[src/rpsc_pkg.sv]
// Shared constants and types for the receive payload and signaling control block
package rpsc_pkg;

  // ----------------------------------------------------------------
  // Register offsets
  // ----------------------------------------------------------------
  localparam logic [7:0] ADDR_PAY_CFG = 8'hd0;
  localparam logic [7:0] ADDR_PAY_EN = 8'hd1;
  localparam logic [7:0] ADDR_SIG_CFG = 8'hd2;
  localparam logic [7:0] ADDR_IND_STAT = 8'hd3;
  localparam logic [7:0] ADDR_IND_CTRL = 8'hd4;
  localparam logic [7:0] ADDR_IND_DATA = 8'hd5;
  localparam logic [7:0] ADDR_COS0 = 8'hd6;
  localparam logic [7:0] ADDR_COS1 = 8'hd7;
  localparam logic [7:0] ADDR_COS2 = 8'hd8;

  // ----------------------------------------------------------------
  // Field positions
  // ----------------------------------------------------------------
  localparam int BIT_PAYLOAD_CONTROL_ENABLE = 0;
  localparam int BIT_POL = 1;
  localparam int BIT_SIGNALING_FIX_ENABLE = 2;
  localparam int BIT_TWO_BIT_SIGNALING_POSITION = 3;
  localparam int BIT_SIXTEEN_STATE_SELECT = 0;
  localparam int BIT_SIGNALING_INTERRUPT_ENABLE = 1;
  localparam int BIT_DEB = 2;
  localparam int BIT_FREEZE = 3;
  localparam int BIT_BUSY = 0;
  localparam int BIT_RWN = 7;
  localparam int BIT_EXTRACT = 4;

  // ----------------------------------------------------------------
  // Reset values
  // ----------------------------------------------------------------
  localparam logic [7:0] RST_PAY_CFG = 8'h00;
  localparam logic [7:0] RST_PAY_EN = 8'h00;
  localparam logic [7:0] RST_SIG_CFG = 8'h01;
  localparam logic [7:0] RST_IND_CTRL = 8'h00;
  localparam logic [7:0] RST_IND_DATA = 8'h00;

  // ----------------------------------------------------------------
  // Indirect space and timing
  // ----------------------------------------------------------------
  localparam int NUM_CHAN = 24;
  localparam logic [6:0] IND_ADDR_FIRST = 7'h01;
  localparam logic [6:0] IND_ADDR_LAST = 7'h18;
  localparam logic [4:0] LAST_CHAN = 5'h17;
  localparam logic [1:0] BUSY_CYCLES = 2'h2;

  // ----------------------------------------------------------------
  // Substitution codes and milliwatt patterns
  // ----------------------------------------------------------------
  localparam logic [2:0] CHANNEL_SUBSTITUTION_SELECT_NONE = 3'h0;
  localparam logic [2:0] CHANNEL_SUBSTITUTION_SELECT_TRUNK = 3'h1;
  localparam logic [2:0] CHANNEL_SUBSTITUTION_SELECT_ALAW = 3'h2;
  localparam logic [2:0] CHANNEL_SUBSTITUTION_SELECT_MULAW = 3'h3;
  localparam logic [63:0] ALAW_MW = 64'h34212134b4a1a1b4;
  localparam logic [63:0] MULAW_MW = 64'h1e0b0b1e9e8b8b9e;

  typedef enum logic [1:0] {
    FMT_SF = 2'h0,
    FMT_ESF = 2'h1,
    FMT_SLC = 2'h2,
    FMT_DM = 2'h3
  } rpsc_fmt_type;

endpackage : rpsc_pkg

[src/rpsc_if.sv]
// Register port joining the host end and the device end
`timescale 1ns/1ns
`default_nettype none

interface rpsc_if;
  logic wr;
  logic rd;
  logic [7:0] addr;
  logic [7:0] wdata;
  logic [7:0] rdata;
  logic rvalid;

  modport dev (
    input wr,
    input rd,
    input addr,
    input wdata,
    output rdata,
    output rvalid
  );

  modport host (
    output wr,
    output rd,
    output addr,
    output wdata,
    input rdata,
    input rvalid
  );
endinterface : rpsc_if

`default_nettype wire

[src/rpsc_dev.sv]
// Device end: payload replacement, signaling capture and indirect signaling buffer
`timescale 1ns/1ns
`default_nettype none

module rpsc_dev (
  // Clock and reset
  input wire logic i_clk,
  input wire logic i_rst,
  // Register port
  rpsc_if.dev bus,
  // Line status
  input wire rpsc_pkg::rpsc_fmt_type i_fmt,
  input wire logic i_frame_sync,
  // Received payload
  input wire logic i_pay_valid,
  input wire logic [4:0] i_pay_chan,
  input wire logic [7:0] i_pay_data,
  input wire logic [2:0] i_pay_channel_substitution_select,
  input wire logic [7:0] i_pay_trunk,
  // Received signaling codewords
  input wire logic i_sig_valid,
  input wire logic [4:0] i_sig_chan,
  input wire logic [3:0] i_sig_abcd,
  // Processed payload
  output logic o_pay_valid,
  output logic [7:0] o_pay_data,
  output logic [3:0] o_pay_sig,
  // Interrupt
  output logic o_sig_irq
);

  // ----------------------------------------------------------------
  // Helpers
  // ----------------------------------------------------------------
  function automatic logic [23:0] chan_onehot(input logic [4:0] ch);
    chan_onehot = 24'h000001 << ch;
  endfunction : chan_onehot

  function automatic logic [7:0] mw_byte(input logic [63:0] pat, input logic [2:0] ph);
    mw_byte = pat[63 - 8 * ph -: 8];
  endfunction : mw_byte

  // ----------------------------------------------------------------
  // Registers
  // ----------------------------------------------------------------
  logic [7:0] pay_cfg_reg;
  logic [7:0] pay_en_reg;
  logic [7:0] sig_cfg_reg;
  logic [7:0] ind_ctrl_reg;
  logic [7:0] ind_data_reg;
  logic [23:0] cos_reg;
  logic busy_reg;
  logic [1:0] busy_cnt_reg;
  logic [7:0] rdata_reg;
  logic rvalid_reg;
  logic extract_reg [rpsc_pkg::NUM_CHAN];
  logic [3:0] abcd_reg [rpsc_pkg::NUM_CHAN];
  logic [3:0] prev_reg [rpsc_pkg::NUM_CHAN];
  logic [2:0] mw_phase_reg;
  logic pay_valid_reg;
  logic [7:0] pay_data_reg;
  logic [3:0] pay_sig_reg;

  logic wr_ctrl;
  logic [6:0] ind_addr;
  logic ind_in_range;
  logic [4:0] ind_chan;
  logic [23:0] cos_clr;
  logic [23:0] cos_set;
  logic sig_fmt_ok;
  logic [3:0] code_in;
  logic sig_accept;
  logic [2:0] channel_substitution_select_sel;
  logic [3:0] sig_fixed;

  assign wr_ctrl = bus.wr && (bus.addr == rpsc_pkg::ADDR_IND_CTRL) && !busy_reg;
  assign ind_addr = ind_ctrl_reg[6:0];
  assign ind_in_range = (ind_addr >= rpsc_pkg::IND_ADDR_FIRST) &&
                        (ind_addr <= rpsc_pkg::IND_ADDR_LAST);
  assign ind_chan = 5'(ind_addr - rpsc_pkg::IND_ADDR_FIRST);

  // ----------------------------------------------------------------
  // Direct register writes
  // ----------------------------------------------------------------
  always_ff @(posedge i_clk) begin
    if (i_rst) begin
      pay_cfg_reg <= rpsc_pkg::RST_PAY_CFG;
      pay_en_reg <= rpsc_pkg::RST_PAY_EN;
      sig_cfg_reg <= rpsc_pkg::RST_SIG_CFG;
      ind_ctrl_reg <= rpsc_pkg::RST_IND_CTRL;
    end else if (bus.wr) begin
      if (bus.addr == rpsc_pkg::ADDR_PAY_CFG) begin
        pay_cfg_reg <= {5'h00, bus.wdata[2:0]};
      end
      if (bus.addr == rpsc_pkg::ADDR_PAY_EN) begin
        pay_en_reg <= {4'h0, bus.wdata[3:0]};
      end
      if (bus.addr == rpsc_pkg::ADDR_SIG_CFG) begin
        sig_cfg_reg <= {4'h0, bus.wdata[3:0]};
      end
      if (wr_ctrl) begin
        ind_ctrl_reg <= bus.wdata;
      end
    end
  end

  // ----------------------------------------------------------------
  // Indirect access engine
  // ----------------------------------------------------------------
  // Busy runs a fixed count so that software sees a deterministic wait
  always_ff @(posedge i_clk) begin
    if (i_rst) begin
      busy_reg <= 1'b0;
      busy_cnt_reg <= 2'h0;
    end else if (wr_ctrl) begin
      busy_reg <= 1'b1;
      busy_cnt_reg <= rpsc_pkg::BUSY_CYCLES;
    end else if (busy_reg) begin
      busy_cnt_reg <= busy_cnt_reg - 2'h1;
      if (busy_cnt_reg == 2'h1) begin
        busy_reg <= 1'b0;
      end
    end
  end

  // Data written while busy is ignored so an access in flight keeps its byte
  always_ff @(posedge i_clk) begin
    if (i_rst) begin
      ind_data_reg <= rpsc_pkg::RST_IND_DATA;
    end else if (busy_reg && busy_cnt_reg == 2'h1 && ind_ctrl_reg[rpsc_pkg::BIT_RWN]) begin
      if (ind_in_range) begin
        ind_data_reg <= {3'h0, extract_reg[ind_chan], abcd_reg[ind_chan]};
      end else begin
        ind_data_reg <= 8'h00;
      end
    end else if (bus.wr && bus.addr == rpsc_pkg::ADDR_IND_DATA && !busy_reg) begin
      ind_data_reg <= bus.wdata;
    end
  end

  for (genvar c = 0; c < rpsc_pkg::NUM_CHAN; c++) begin : g_extract
    always_ff @(posedge i_clk) begin
      if (i_rst) begin
        extract_reg[c] <= 1'b0;
      end else if (busy_reg && busy_cnt_reg == 2'h1 && !ind_ctrl_reg[rpsc_pkg::BIT_RWN] &&
                   ind_in_range && ind_chan == 5'(c)) begin
        extract_reg[c] <= ind_data_reg[rpsc_pkg::BIT_EXTRACT];
      end
    end
  end

  // ----------------------------------------------------------------
  // Signaling capture
  // ----------------------------------------------------------------
  assign sig_fmt_ok = (i_fmt != rpsc_pkg::FMT_DM);

  always_comb begin
    if (i_fmt == rpsc_pkg::FMT_SF) begin
      code_in = {i_sig_abcd[3:2], i_sig_abcd[3:2]};
    end else if (sig_cfg_reg[rpsc_pkg::BIT_SIXTEEN_STATE_SELECT]) begin
      code_in = i_sig_abcd;
    end else begin
      code_in = {i_sig_abcd[3:2], 2'b00};
    end
  end

  assign sig_accept = i_sig_valid && (i_sig_chan <= rpsc_pkg::LAST_CHAN) && sig_fmt_ok &&
                      i_frame_sync && extract_reg[i_sig_chan] &&
                      !sig_cfg_reg[rpsc_pkg::BIT_FREEZE] &&
                      (!sig_cfg_reg[rpsc_pkg::BIT_DEB] || code_in == prev_reg[i_sig_chan]);

  assign cos_set = (sig_accept && code_in != abcd_reg[i_sig_chan]) ?
                   chan_onehot(i_sig_chan) : 24'h000000;

  for (genvar c = 0; c < rpsc_pkg::NUM_CHAN; c++) begin : g_sig
    always_ff @(posedge i_clk) begin
      if (i_rst) begin
        abcd_reg[c] <= 4'h0;
        prev_reg[c] <= 4'h0;
      end else if (i_sig_valid && i_sig_chan == 5'(c)) begin
        prev_reg[c] <= code_in;
        if (sig_accept) begin
          abcd_reg[c] <= code_in;
        end
      end
    end
  end

  // ----------------------------------------------------------------
  // Change flags and interrupt
  // ----------------------------------------------------------------
  always_comb begin
    cos_clr = 24'h000000;
    if (bus.wr && bus.addr == rpsc_pkg::ADDR_COS0) begin
      cos_clr[7:0] = bus.wdata;
    end
    if (bus.wr && bus.addr == rpsc_pkg::ADDR_COS1) begin
      cos_clr[15:8] = bus.wdata;
    end
    if (bus.wr && bus.addr == rpsc_pkg::ADDR_COS2) begin
      cos_clr[23:16] = bus.wdata;
    end
  end

  // A change arriving with its own clear is kept
  always_ff @(posedge i_clk) begin
    if (i_rst) begin
      cos_reg <= 24'h000000;
    end else begin
      cos_reg <= (cos_reg & ~cos_clr) | cos_set;
    end
  end

  assign o_sig_irq = sig_cfg_reg[rpsc_pkg::BIT_SIGNALING_INTERRUPT_ENABLE] && (cos_reg != 24'h000000);

  // ----------------------------------------------------------------
  // Register reads
  // ----------------------------------------------------------------
  always_ff @(posedge i_clk) begin
    if (i_rst) begin
      rdata_reg <= 8'h00;
      rvalid_reg <= 1'b0;
    end else begin
      rvalid_reg <= bus.rd;
      if (bus.rd) begin
        unique case (bus.addr)
          rpsc_pkg::ADDR_PAY_CFG: rdata_reg <= pay_cfg_reg;
          rpsc_pkg::ADDR_PAY_EN: rdata_reg <= pay_en_reg;
          rpsc_pkg::ADDR_SIG_CFG: rdata_reg <= sig_cfg_reg;
          rpsc_pkg::ADDR_IND_STAT: rdata_reg <= {7'h00, busy_reg};
          rpsc_pkg::ADDR_IND_CTRL: rdata_reg <= ind_ctrl_reg;
          rpsc_pkg::ADDR_IND_DATA: rdata_reg <= ind_data_reg;
          rpsc_pkg::ADDR_COS0: rdata_reg <= cos_reg[7:0];
          rpsc_pkg::ADDR_COS1: rdata_reg <= cos_reg[15:8];
          rpsc_pkg::ADDR_COS2: rdata_reg <= cos_reg[23:16];
          default: rdata_reg <= 8'h00;
        endcase
      end
    end
  end

  assign bus.rdata = rdata_reg;
  assign bus.rvalid = rvalid_reg;

  // ----------------------------------------------------------------
  // Payload replacement
  // ----------------------------------------------------------------
  assign channel_substitution_select_sel = (pay_cfg_reg[2:0] == rpsc_pkg::CHANNEL_SUBSTITUTION_SELECT_NONE) ?
                     i_pay_channel_substitution_select : pay_cfg_reg[2:0];

  always_comb begin
    sig_fixed = abcd_reg[(i_pay_chan <= rpsc_pkg::LAST_CHAN) ? i_pay_chan : 5'h00];
    if (pay_en_reg[rpsc_pkg::BIT_SIGNALING_FIX_ENABLE] && sig_fmt_ok) begin
      sig_fixed = {4{pay_en_reg[rpsc_pkg::BIT_POL]}};
    end
    if (pay_en_reg[rpsc_pkg::BIT_TWO_BIT_SIGNALING_POSITION] &&
        (i_fmt == rpsc_pkg::FMT_ESF || i_fmt == rpsc_pkg::FMT_SLC)) begin
      sig_fixed = {sig_fixed[3:2], 2'b00};
    end
  end

  // Milliwatt phase steps once per frame, after the last channel
  always_ff @(posedge i_clk) begin
    if (i_rst) begin
      mw_phase_reg <= 3'h0;
    end else if (i_pay_valid && i_pay_chan == rpsc_pkg::LAST_CHAN) begin
      mw_phase_reg <= mw_phase_reg + 3'h1;
    end
  end

  always_ff @(posedge i_clk) begin
    if (i_rst) begin
      pay_valid_reg <= 1'b0;
      pay_data_reg <= 8'h00;
      pay_sig_reg <= 4'h0;
    end else begin
      pay_valid_reg <= i_pay_valid;
      pay_data_reg <= i_pay_data;
      pay_sig_reg <= abcd_reg[(i_pay_chan <= rpsc_pkg::LAST_CHAN) ? i_pay_chan : 5'h00];
      if (pay_en_reg[rpsc_pkg::BIT_PAYLOAD_CONTROL_ENABLE]) begin
        pay_sig_reg <= sig_fixed;
        unique case (channel_substitution_select_sel)
          rpsc_pkg::CHANNEL_SUBSTITUTION_SELECT_TRUNK: pay_data_reg <= i_pay_trunk;
          rpsc_pkg::CHANNEL_SUBSTITUTION_SELECT_ALAW: pay_data_reg <= mw_byte(rpsc_pkg::ALAW_MW, mw_phase_reg);
          rpsc_pkg::CHANNEL_SUBSTITUTION_SELECT_MULAW: pay_data_reg <= mw_byte(rpsc_pkg::MULAW_MW, mw_phase_reg);
          default: pay_data_reg <= i_pay_data;
        endcase
      end
    end
  end

  assign o_pay_valid = pay_valid_reg;
  assign o_pay_data = pay_data_reg;
  assign o_pay_sig = pay_sig_reg;

endmodule : rpsc_dev

`default_nettype wire

[src/flat_wrapper.sv]
// flat-port wrapper written by rule: the top's interface ports become plain ports
module rpsc_dev_flat 
  (i_clk, i_rst, i_fmt, i_frame_sync, i_pay_valid, i_pay_chan, i_pay_data, i_pay_channel_substitution_select, i_pay_trunk, i_sig_valid, i_sig_chan, i_sig_abcd, o_pay_valid, o_pay_data, o_pay_sig, o_sig_irq, bus_wr, bus_rd, bus_addr, bus_wdata, bus_rdata, bus_rvalid);
  rpsc_if bus_i ();
  input wire logic i_clk;
  input wire logic i_rst;
  input wire rpsc_pkg::rpsc_fmt_type i_fmt;
  input wire logic i_frame_sync;
  input wire logic i_pay_valid;
  input wire logic [4:0] i_pay_chan;
  input wire logic [7:0] i_pay_data;
  input wire logic [2:0] i_pay_channel_substitution_select;
  input wire logic [7:0] i_pay_trunk;
  input wire logic i_sig_valid;
  input wire logic [4:0] i_sig_chan;
  input wire logic [3:0] i_sig_abcd;
  output logic o_pay_valid;
  output logic [7:0] o_pay_data;
  output logic [3:0] o_pay_sig;
  output logic o_sig_irq;
  input wire logic [$bits(bus_i.wr)-1:0] bus_wr;
  input wire logic [$bits(bus_i.rd)-1:0] bus_rd;
  input wire logic [$bits(bus_i.addr)-1:0] bus_addr;
  input wire logic [$bits(bus_i.wdata)-1:0] bus_wdata;
  output wire logic [$bits(bus_i.rdata)-1:0] bus_rdata;
  output wire logic [$bits(bus_i.rvalid)-1:0] bus_rvalid;
  assign bus_i.wr = bus_wr;
  assign bus_i.rd = bus_rd;
  assign bus_i.addr = bus_addr;
  assign bus_i.wdata = bus_wdata;
  assign bus_rdata = bus_i.rdata;
  assign bus_rvalid = bus_i.rvalid;
  rpsc_dev u_core (.i_clk(i_clk), .i_rst(i_rst), .bus(bus_i), .i_fmt(i_fmt), .i_frame_sync(i_frame_sync), .i_pay_valid(i_pay_valid), .i_pay_chan(i_pay_chan), .i_pay_data(i_pay_data), .i_pay_channel_substitution_select(i_pay_channel_substitution_select), .i_pay_trunk(i_pay_trunk), .i_sig_valid(i_sig_valid), .i_sig_chan(i_sig_chan), .i_sig_abcd(i_sig_abcd), .o_pay_valid(o_pay_valid), .o_pay_data(o_pay_data), .o_pay_sig(o_pay_sig), .o_sig_irq(o_sig_irq));
endmodule
[config.mk]
export PLATFORM = sky130hd
export DESIGN_NAME = rpsc_dev_flat
export DESIGN_NICKNAME = d
export VERILOG_FILES = /design/src/rpsc_pkg.sv /design/src/rpsc_if.sv /design/src/rpsc_dev.sv /design/src/flat_wrapper.sv
export SDC_FILE = /design/constraint.sdc
export NUM_CORES = 1
export LEC_CHECK = 0
export BUFFER_PORTS_ARGS = -buffer_cell sky130_fd_sc_hd__buf_2
export CORE_MARGIN = 10
export CORE_UTILIZATION = 59
export DETAILED_ROUTE_END_ITERATION = 16
export GPL_ROUTABILITY_DRIVEN = 1
export PLACE_DENSITY_LB_ADDON = 0.3
export REMOVE_ABC_BUFFERS = 1
export SETUP_SLACK_MARGIN = 0.5
export SLEW_MARGIN = 15
export SYNTH_ARGS = -nofsm -noshare
export SYNTH_HDL_FRONTEND = slang
export SYNTH_SLANG_ARGS = --single-unit
[constraint.sdc]
create_clock -name i_clk -period 4.9 [get_ports i_clk]
set_clock_uncertainty 0.1 [all_clocks]
set_input_delay 0.735 -clock i_clk [delete_from_list [all_inputs] [get_ports i_clk]]
set_output_delay 0.735 -clock i_clk [all_outputs]
set_load 0.02 [all_outputs]
Word-level counts from Yosys, hierarchy flattened
Memory sizes are Yosys's and may differ from the RTL's.
Index checks and enable logic that the tools add are counted.
{"block": "word_totals", "ff_bits": 79, "mem_bits_rw": 216, "inputBits": 58, "out_inout_bits": 23, "n_memories": 3}
{"memory": "u_core.abcd_reg", "depth": 24, "word_bits": 4, "read_ports": 3, "rd_clocked_by_memory_dff": 0, "wr": 24, "line": "rpsc_dev.sv:57", "source": "logic [3:0] abcd_reg [rpsc_pkg::NUM_CHAN];"}
{"memory": "u_core.prev_reg", "depth": 24, "word_bits": 4, "read_ports": 1, "rd_clocked_by_memory_dff": 0, "wr": 24, "line": "rpsc_dev.sv:58", "source": "logic [3:0] prev_reg [rpsc_pkg::NUM_CHAN];"}
{"memory": "u_core.extract_reg", "depth": 24, "word_bits": 1, "read_ports": 2, "rd_clocked_by_memory_dff": 0, "wr": 24, "line": "rpsc_dev.sv:56", "source": "logic extract_reg [rpsc_pkg::NUM_CHAN];"}
{"block": "classes", "add_sub_neg": 4, "n_lt_le_gt_ge": 4, "eq_ne": 65, "shift": 3, "mux": 313, "n_bitwise": 75, "n_reduce_logical": 89}
{"operator": "$mux W1", "count": 246}
{"operator": "$mux W4", "count": 50}
{"operator": "$shiftx A71 B33 Y8 const A", "count": 2}
{"operator": "$eq A5 B5 Y1 const B", "count": 17}
{"operator": "$eq A5 B4 Y1 const B", "count": 16}
{"operator": "$eq A8 B8 Y1 const B", "count": 9}
{"operator": "$or A1 B1 Y1", "count": 72}
{"operator": "$pmux W8 S9", "count": 1}
{"operator": "$logic_and A1 B1 Y1", "count": 71}
{"operator": "$mux W8", "count": 6}
{"operator": "$eq A5 B3 Y1 const B", "count": 8}
{"operator": "$and A24 B24 Y24", "count": 1}
{"operator": "$mux W24", "count": 1}
{"operator": "$not A24 Y24", "count": 1}
{"operator": "$or A24 B24 Y24", "count": 1}
{"operator": "$pmux W8 S3", "count": 1}
{"operator": "$reduce_bool A24 Y1", "count": 1}
{"operator": "$shl A1 B5 Y24 const A", "count": 1}
{"operator": "$eq A5 B2 Y1 const B", "count": 4}
{"operator": "$eq A5 B1 Y1 const B", "count": 2}
{"operator": "$le A5 B5 Y1 const B", "count": 2}
{"operator": "$logic_not A5 Y1", "count": 2}
{"operator": "$mux W2", "count": 5}
{"operator": "$mux W5", "count": 2}
{"operator": "21 further kinds", "count": 31}

Depth between registers and ports, before layout
{"block": "depth", "ltp_word": 12, "depth_mapped": 13}

Worst setup path after synthesis
No wires, ideal clock.
{"block": "synth_timing", "path_kind": "register -> register", "startpoint": "reg u_core.ind_ctrl_reg[0]", "endpoint": "reg u_core.ind_data_reg[1]", "arrival_ns": 3.463, "required_ns": 4.666, "setup_slack_ns": 1.203, "stages_incl_launch_ff": 13, "path_buffers": 5, "period_less_slack_ns": 3.697, "cell_sequence": "dfxtp_1 -> buf_2 -> buf_1 -> buf_1 -> inv_1 -> ha_1 -> clkbuf_1 -> clkbuf_1 -> mux4_2 -> mux2i_1 -> nand2_1 -> o211ai_1 -> a211oi_1"}
{"block": "synth_between", "elab_chain_len": 4}
{"item": "from (decl)", "line": "rpsc_dev.sv:49", "source": "logic [7:0] ind_ctrl_reg;"}
{"item": "from (signal assigned)", "line": "rpsc_dev.sv:90", "source": "ind_ctrl_reg <= rpsc_pkg::RST_IND_CTRL;"}
{"item": "from (signal assigned)", "line": "rpsc_dev.sv:102", "source": "ind_ctrl_reg <= bus.wdata;"}
{"item": "$sub A5 B1 Y5 (tied with other cells)", "line": "rpsc_dev.sv:80", "source": "assign ind_chan = 5'(ind_addr - rpsc_pkg::IND_ADDR_FIRST);"}
{"item": "$mem_v2 Z24 W4 or $logic_and A1 B1 Y1 (tied branches)"}
{"item": "$mux W5 *", "line": "rpsc_dev.sv:131", "source": "if (ind_in_range) begin"}
{"item": "$mux W8 *", "line": "rpsc_dev.sv:130", "source": "end else if (busy_reg && busy_cnt_reg == 2'h1 && ind_ctrl_reg[rpsc_pkg::BIT_RWN]) begin"}
{"item": "to (signal assigned)", "line": "rpsc_dev.sv:129", "source": "ind_data_reg <= rpsc_pkg::RST_IND_DATA;"}
{"item": "to (signal assigned)", "line": "rpsc_dev.sv:132", "source": "ind_data_reg <= {3'h0, extract_reg[ind_chan], abcd_reg[ind_chan]};"}
{"item": "to (signal assigned)", "line": "rpsc_dev.sv:137", "source": "ind_data_reg <= bus.wdata;"}
{"item": "to (decl)", "line": "rpsc_dev.sv:50", "source": "logic [7:0] ind_data_reg;"}
Every way passes the cells marked *; elsewhere a longest branch is shown, timed or not.
A chain may end at the register's enable or synchronous reset.

==> run metrics <==
final setup vio count=0; sink count of the clock tree=295; internal power=4.45 mW; Overall Power=~5.9 mW; Post-CTS Resized=0; Synth Instances=between 1500 and 2000; Worst Path Required=~5000 ps; Seq pwr share=0.475; Startpoint Class=primary input; Reg clk slew, reported paths=60 ps; Setup WS post-layout=between 1000 and 1500 ps; H-tree levels=1; max_slew headroom=0.206; crit path launch=i_sig_chan[0]; status=complete, no violations; GRT overflow=0; HP Class=in -> reg; Setup crit end=u_core.abcd_reg[5][1]; Clock Tree Buf Depth=3; WL per Instance=26.0 um; Multi-input gate area=between 8000 and 9000 um^2; worst-path fanout max=roughly 140; Final period util=0.748; Max Freq=about 270 MHz; FF-to-FF End=u_core.abcd_reg[5][1]; Comb pwr share=0.105; Clk pwr share=0.419; Starting Density=0.603; first-pass GRT wire length=77.8 mm; Peak VDD IR=between 0.3 and 0.4 mV; die height=approximately 190 um; delay-heaviest family, CP=buffers and inverters; num ports=between 80 and 90; DRT iter0 DRCs=2112; sequential fraction of the synthesis area=0.479; largest net degree at the start of global routing=145; setup bufs post-CTS=0; logic depth of the worst setup path including buffers=9; crit-path cells=buf_2, mux4_2, mux2_2, nand2_1, a31oi_1, or3b_1, a211oi_4, buf_12, a31o_2; Antenna Nets Post-Route=0; Unique masters post-synth=64; Yosys Warn Count=0; CTS tree=built; Layout fillers=2159; Skew-Pair Late Insertion Delay=590 ps; DR vias/cell=6.95; Layout area overhead=10.2%; GP Congestion=0.976; vias in the first global route=about 13000; Nets=1610; final wirelength=about 51 mm; Hold-fix buffers, CTS=0; Detailed Place HPWL=35.2 mm; die width=189 um; cell area power density=319 nW/um^2; Worst Path Buf+Inv=2; ys flop type=edfxtp_1; Reg area=between 8000 and 9000 um^2; GRT Total Usage=0.275; layout cells sized above 1=0.197; DRC Markers=0; switch share=0.246; max-slew violation count=0; leakage=between 7 and 8 nW; Worst path slowest cell=buf_2; Core Region=between 20000 and 30000 um^2; clock buffer count from CTS=31; Place WS=695 ps; via count=roughly 14000; Mapped Avg Cell Area=11.0 um^2; PortBufs=80; reg2reg path depth=8; dpl cell area=17500 um^2; Worst path max stage delay=610 ps; Post-Syn Area=16800 um^2; CTS root buf=clkbuf_16; Crit. End Element=register; RR Startpoint=u_core.sig_cfg_reg[3]; CP arrival=about 3900 ps; Max-Cap Viols=0; Initial DRT Pass Iterations=8; Design Area, Final=18500 um^2; EDFF count, synth=216; Synth async-reset ratio=0; FP Rows=61; actual slew at the worst max-slew pin=1190 ps; switching pwr=1.45 mW; Final min period=3660 ps; RSZ-0062 raised after global routing=no; full die area=35700 um^2; reg2reg setup slack=1520 ps; Synth Register Bits=295; initial antenna violation count=2; CP Class=in -> reg; Final Hold Viols=0
-- area by class of cell --
cell class	count	share of cell area
tap	378	0.0255
timing repair buffer	119	0.0397
sequential	295	0.435
clock buffer	40	0.0453
inverter	18	0.00364
multi-input combinational	1077	0.438
antenna	1	0.000135
clock inverter	18	0.0128
-- cells in the final DEF, fill, tap and decap left out, types with 6 or more instances in the layout --
master	instances
nand2b_1	39
nor2b_1	17
nor3b_1	30
inv_1	17
nor3b_2	20
a2111oi_0	9
buf_4	38
o32a_1	9
and3_1	76
nand2_1	97
nor3_1	31
and2_1	14
mux4_2	69
ha_1	10
buf_2	78
a22oi_1	27
nor2_1	205
mux2_2	11
clkinv_2	6
o21ai_0	13
edfxtp_1	216
nand3_1	26
o211ai_1	18
clkbuf_1	6
a41o_1	24
clkbuf_16	31
a211oi_1	9
a21oi_1	62
mux2i_1	105
dfxtp_1	78
nor4_1	7
a21o_1	48
a31o_2	25
a31oi_1	10
-- worst register-to-register path, stage by stage (launching register included) --
cell	delay [ps]
dfxtp_1	330
nor4bb_1	670
o211ai_1	190
a21oi_1	150
a21oi_1	120
or3b_1	490
a211oi_4	260
buf_12	430
a31o_2	340
-- cell usage after synthesis, drive strengths merged (18+ instances only) --
master	instances	area share
a22oi	27	0.012
buf	38	0.012
nor3	32	0.0095
edfxtp	216	0.39
nor3b	50	0.028
dfxtp	79	0.094
a31o	25	0.013
nand2	97	0.022
mux4	69	0.092
a41o	24	0.014
nor2	206	0.046
nand2b	39	0.014
mux2i	105	0.062
clkbuf	109	0.024
a21o	48	0.021
a21oi	64	0.019
and3	76	0.028
nand3	26	0.0077
o211ai	18	0.0080
-- routing by layer --
metal / track usage / share of wire
met5: 0 / 0.00055
met4: 0.113 / 0.044
met3: 0.0577 / 0.12
met2: 0.434 / 0.46
met1: 0.364 / 0.38
-- metrics by stage --
stage,std cells,setup TNS (ps),hold WS (ps),util
CTS,1945,0,289,0.664
finish,1946,0,304,0.664
global route,1945,0,313,0.664
detailed placement,1887,0,371,0.625
global placement,1887,0,363,0.625
floorplan,1390,-376740,343,-
-- logic make-up after synthesis --
logic type | count (synthesis) | synth area share
simple gates | 588 | 0.181
flops | 295 | 0.479
compound gates | 285 | 0.125
mux | 185 | 0.162
buf+inv | 165 | 0.0407
fa+ha+maj | 10 | 0.00743
xor+xnor | 9 | 0.00468
-- worst min path at each step --
| stage | end | depth (start not counted) | start |
|---|---|---|---|
| floorplan | u_core.pay_en_reg[1] | 2 | u_core.pay_en_reg[1] |
| global placement | u_core.pay_en_reg[3] | 2 | u_core.pay_en_reg[3] |
| detailed placement | u_core.pay_en_reg[3] | 2 | u_core.pay_en_reg[3] |
| CTS | u_core.o_pay_data[6] | 3 | i_pay_trunk[6] |
| global route | u_core.o_pay_data[5] | 3 | i_pay_data[5] |
| finish | u_core.o_pay_data[6] | 3 | i_pay_trunk[6] |
-- power groups by stage --
| stage | Combinational, mW | Sequential, mW | Clock (mW) |
|---|---|---|---|
| 3_3_place_gp | 0.596 | 2.85 | 0 |
| 5_1_grt | 0.655 | 2.81 | 2.59 |
| 6_report | 0.622 | 2.81 | 2.48 |
| 2_1_floorplan | 0.325 | 2.84 | 0 |
| 4_1_cts | 0.607 | 2.80 | 2.50 |
| 3_5_place_dp | 0.604 | 2.86 | 0 |
No activity file was read; power rests on OpenSTA's default activity.
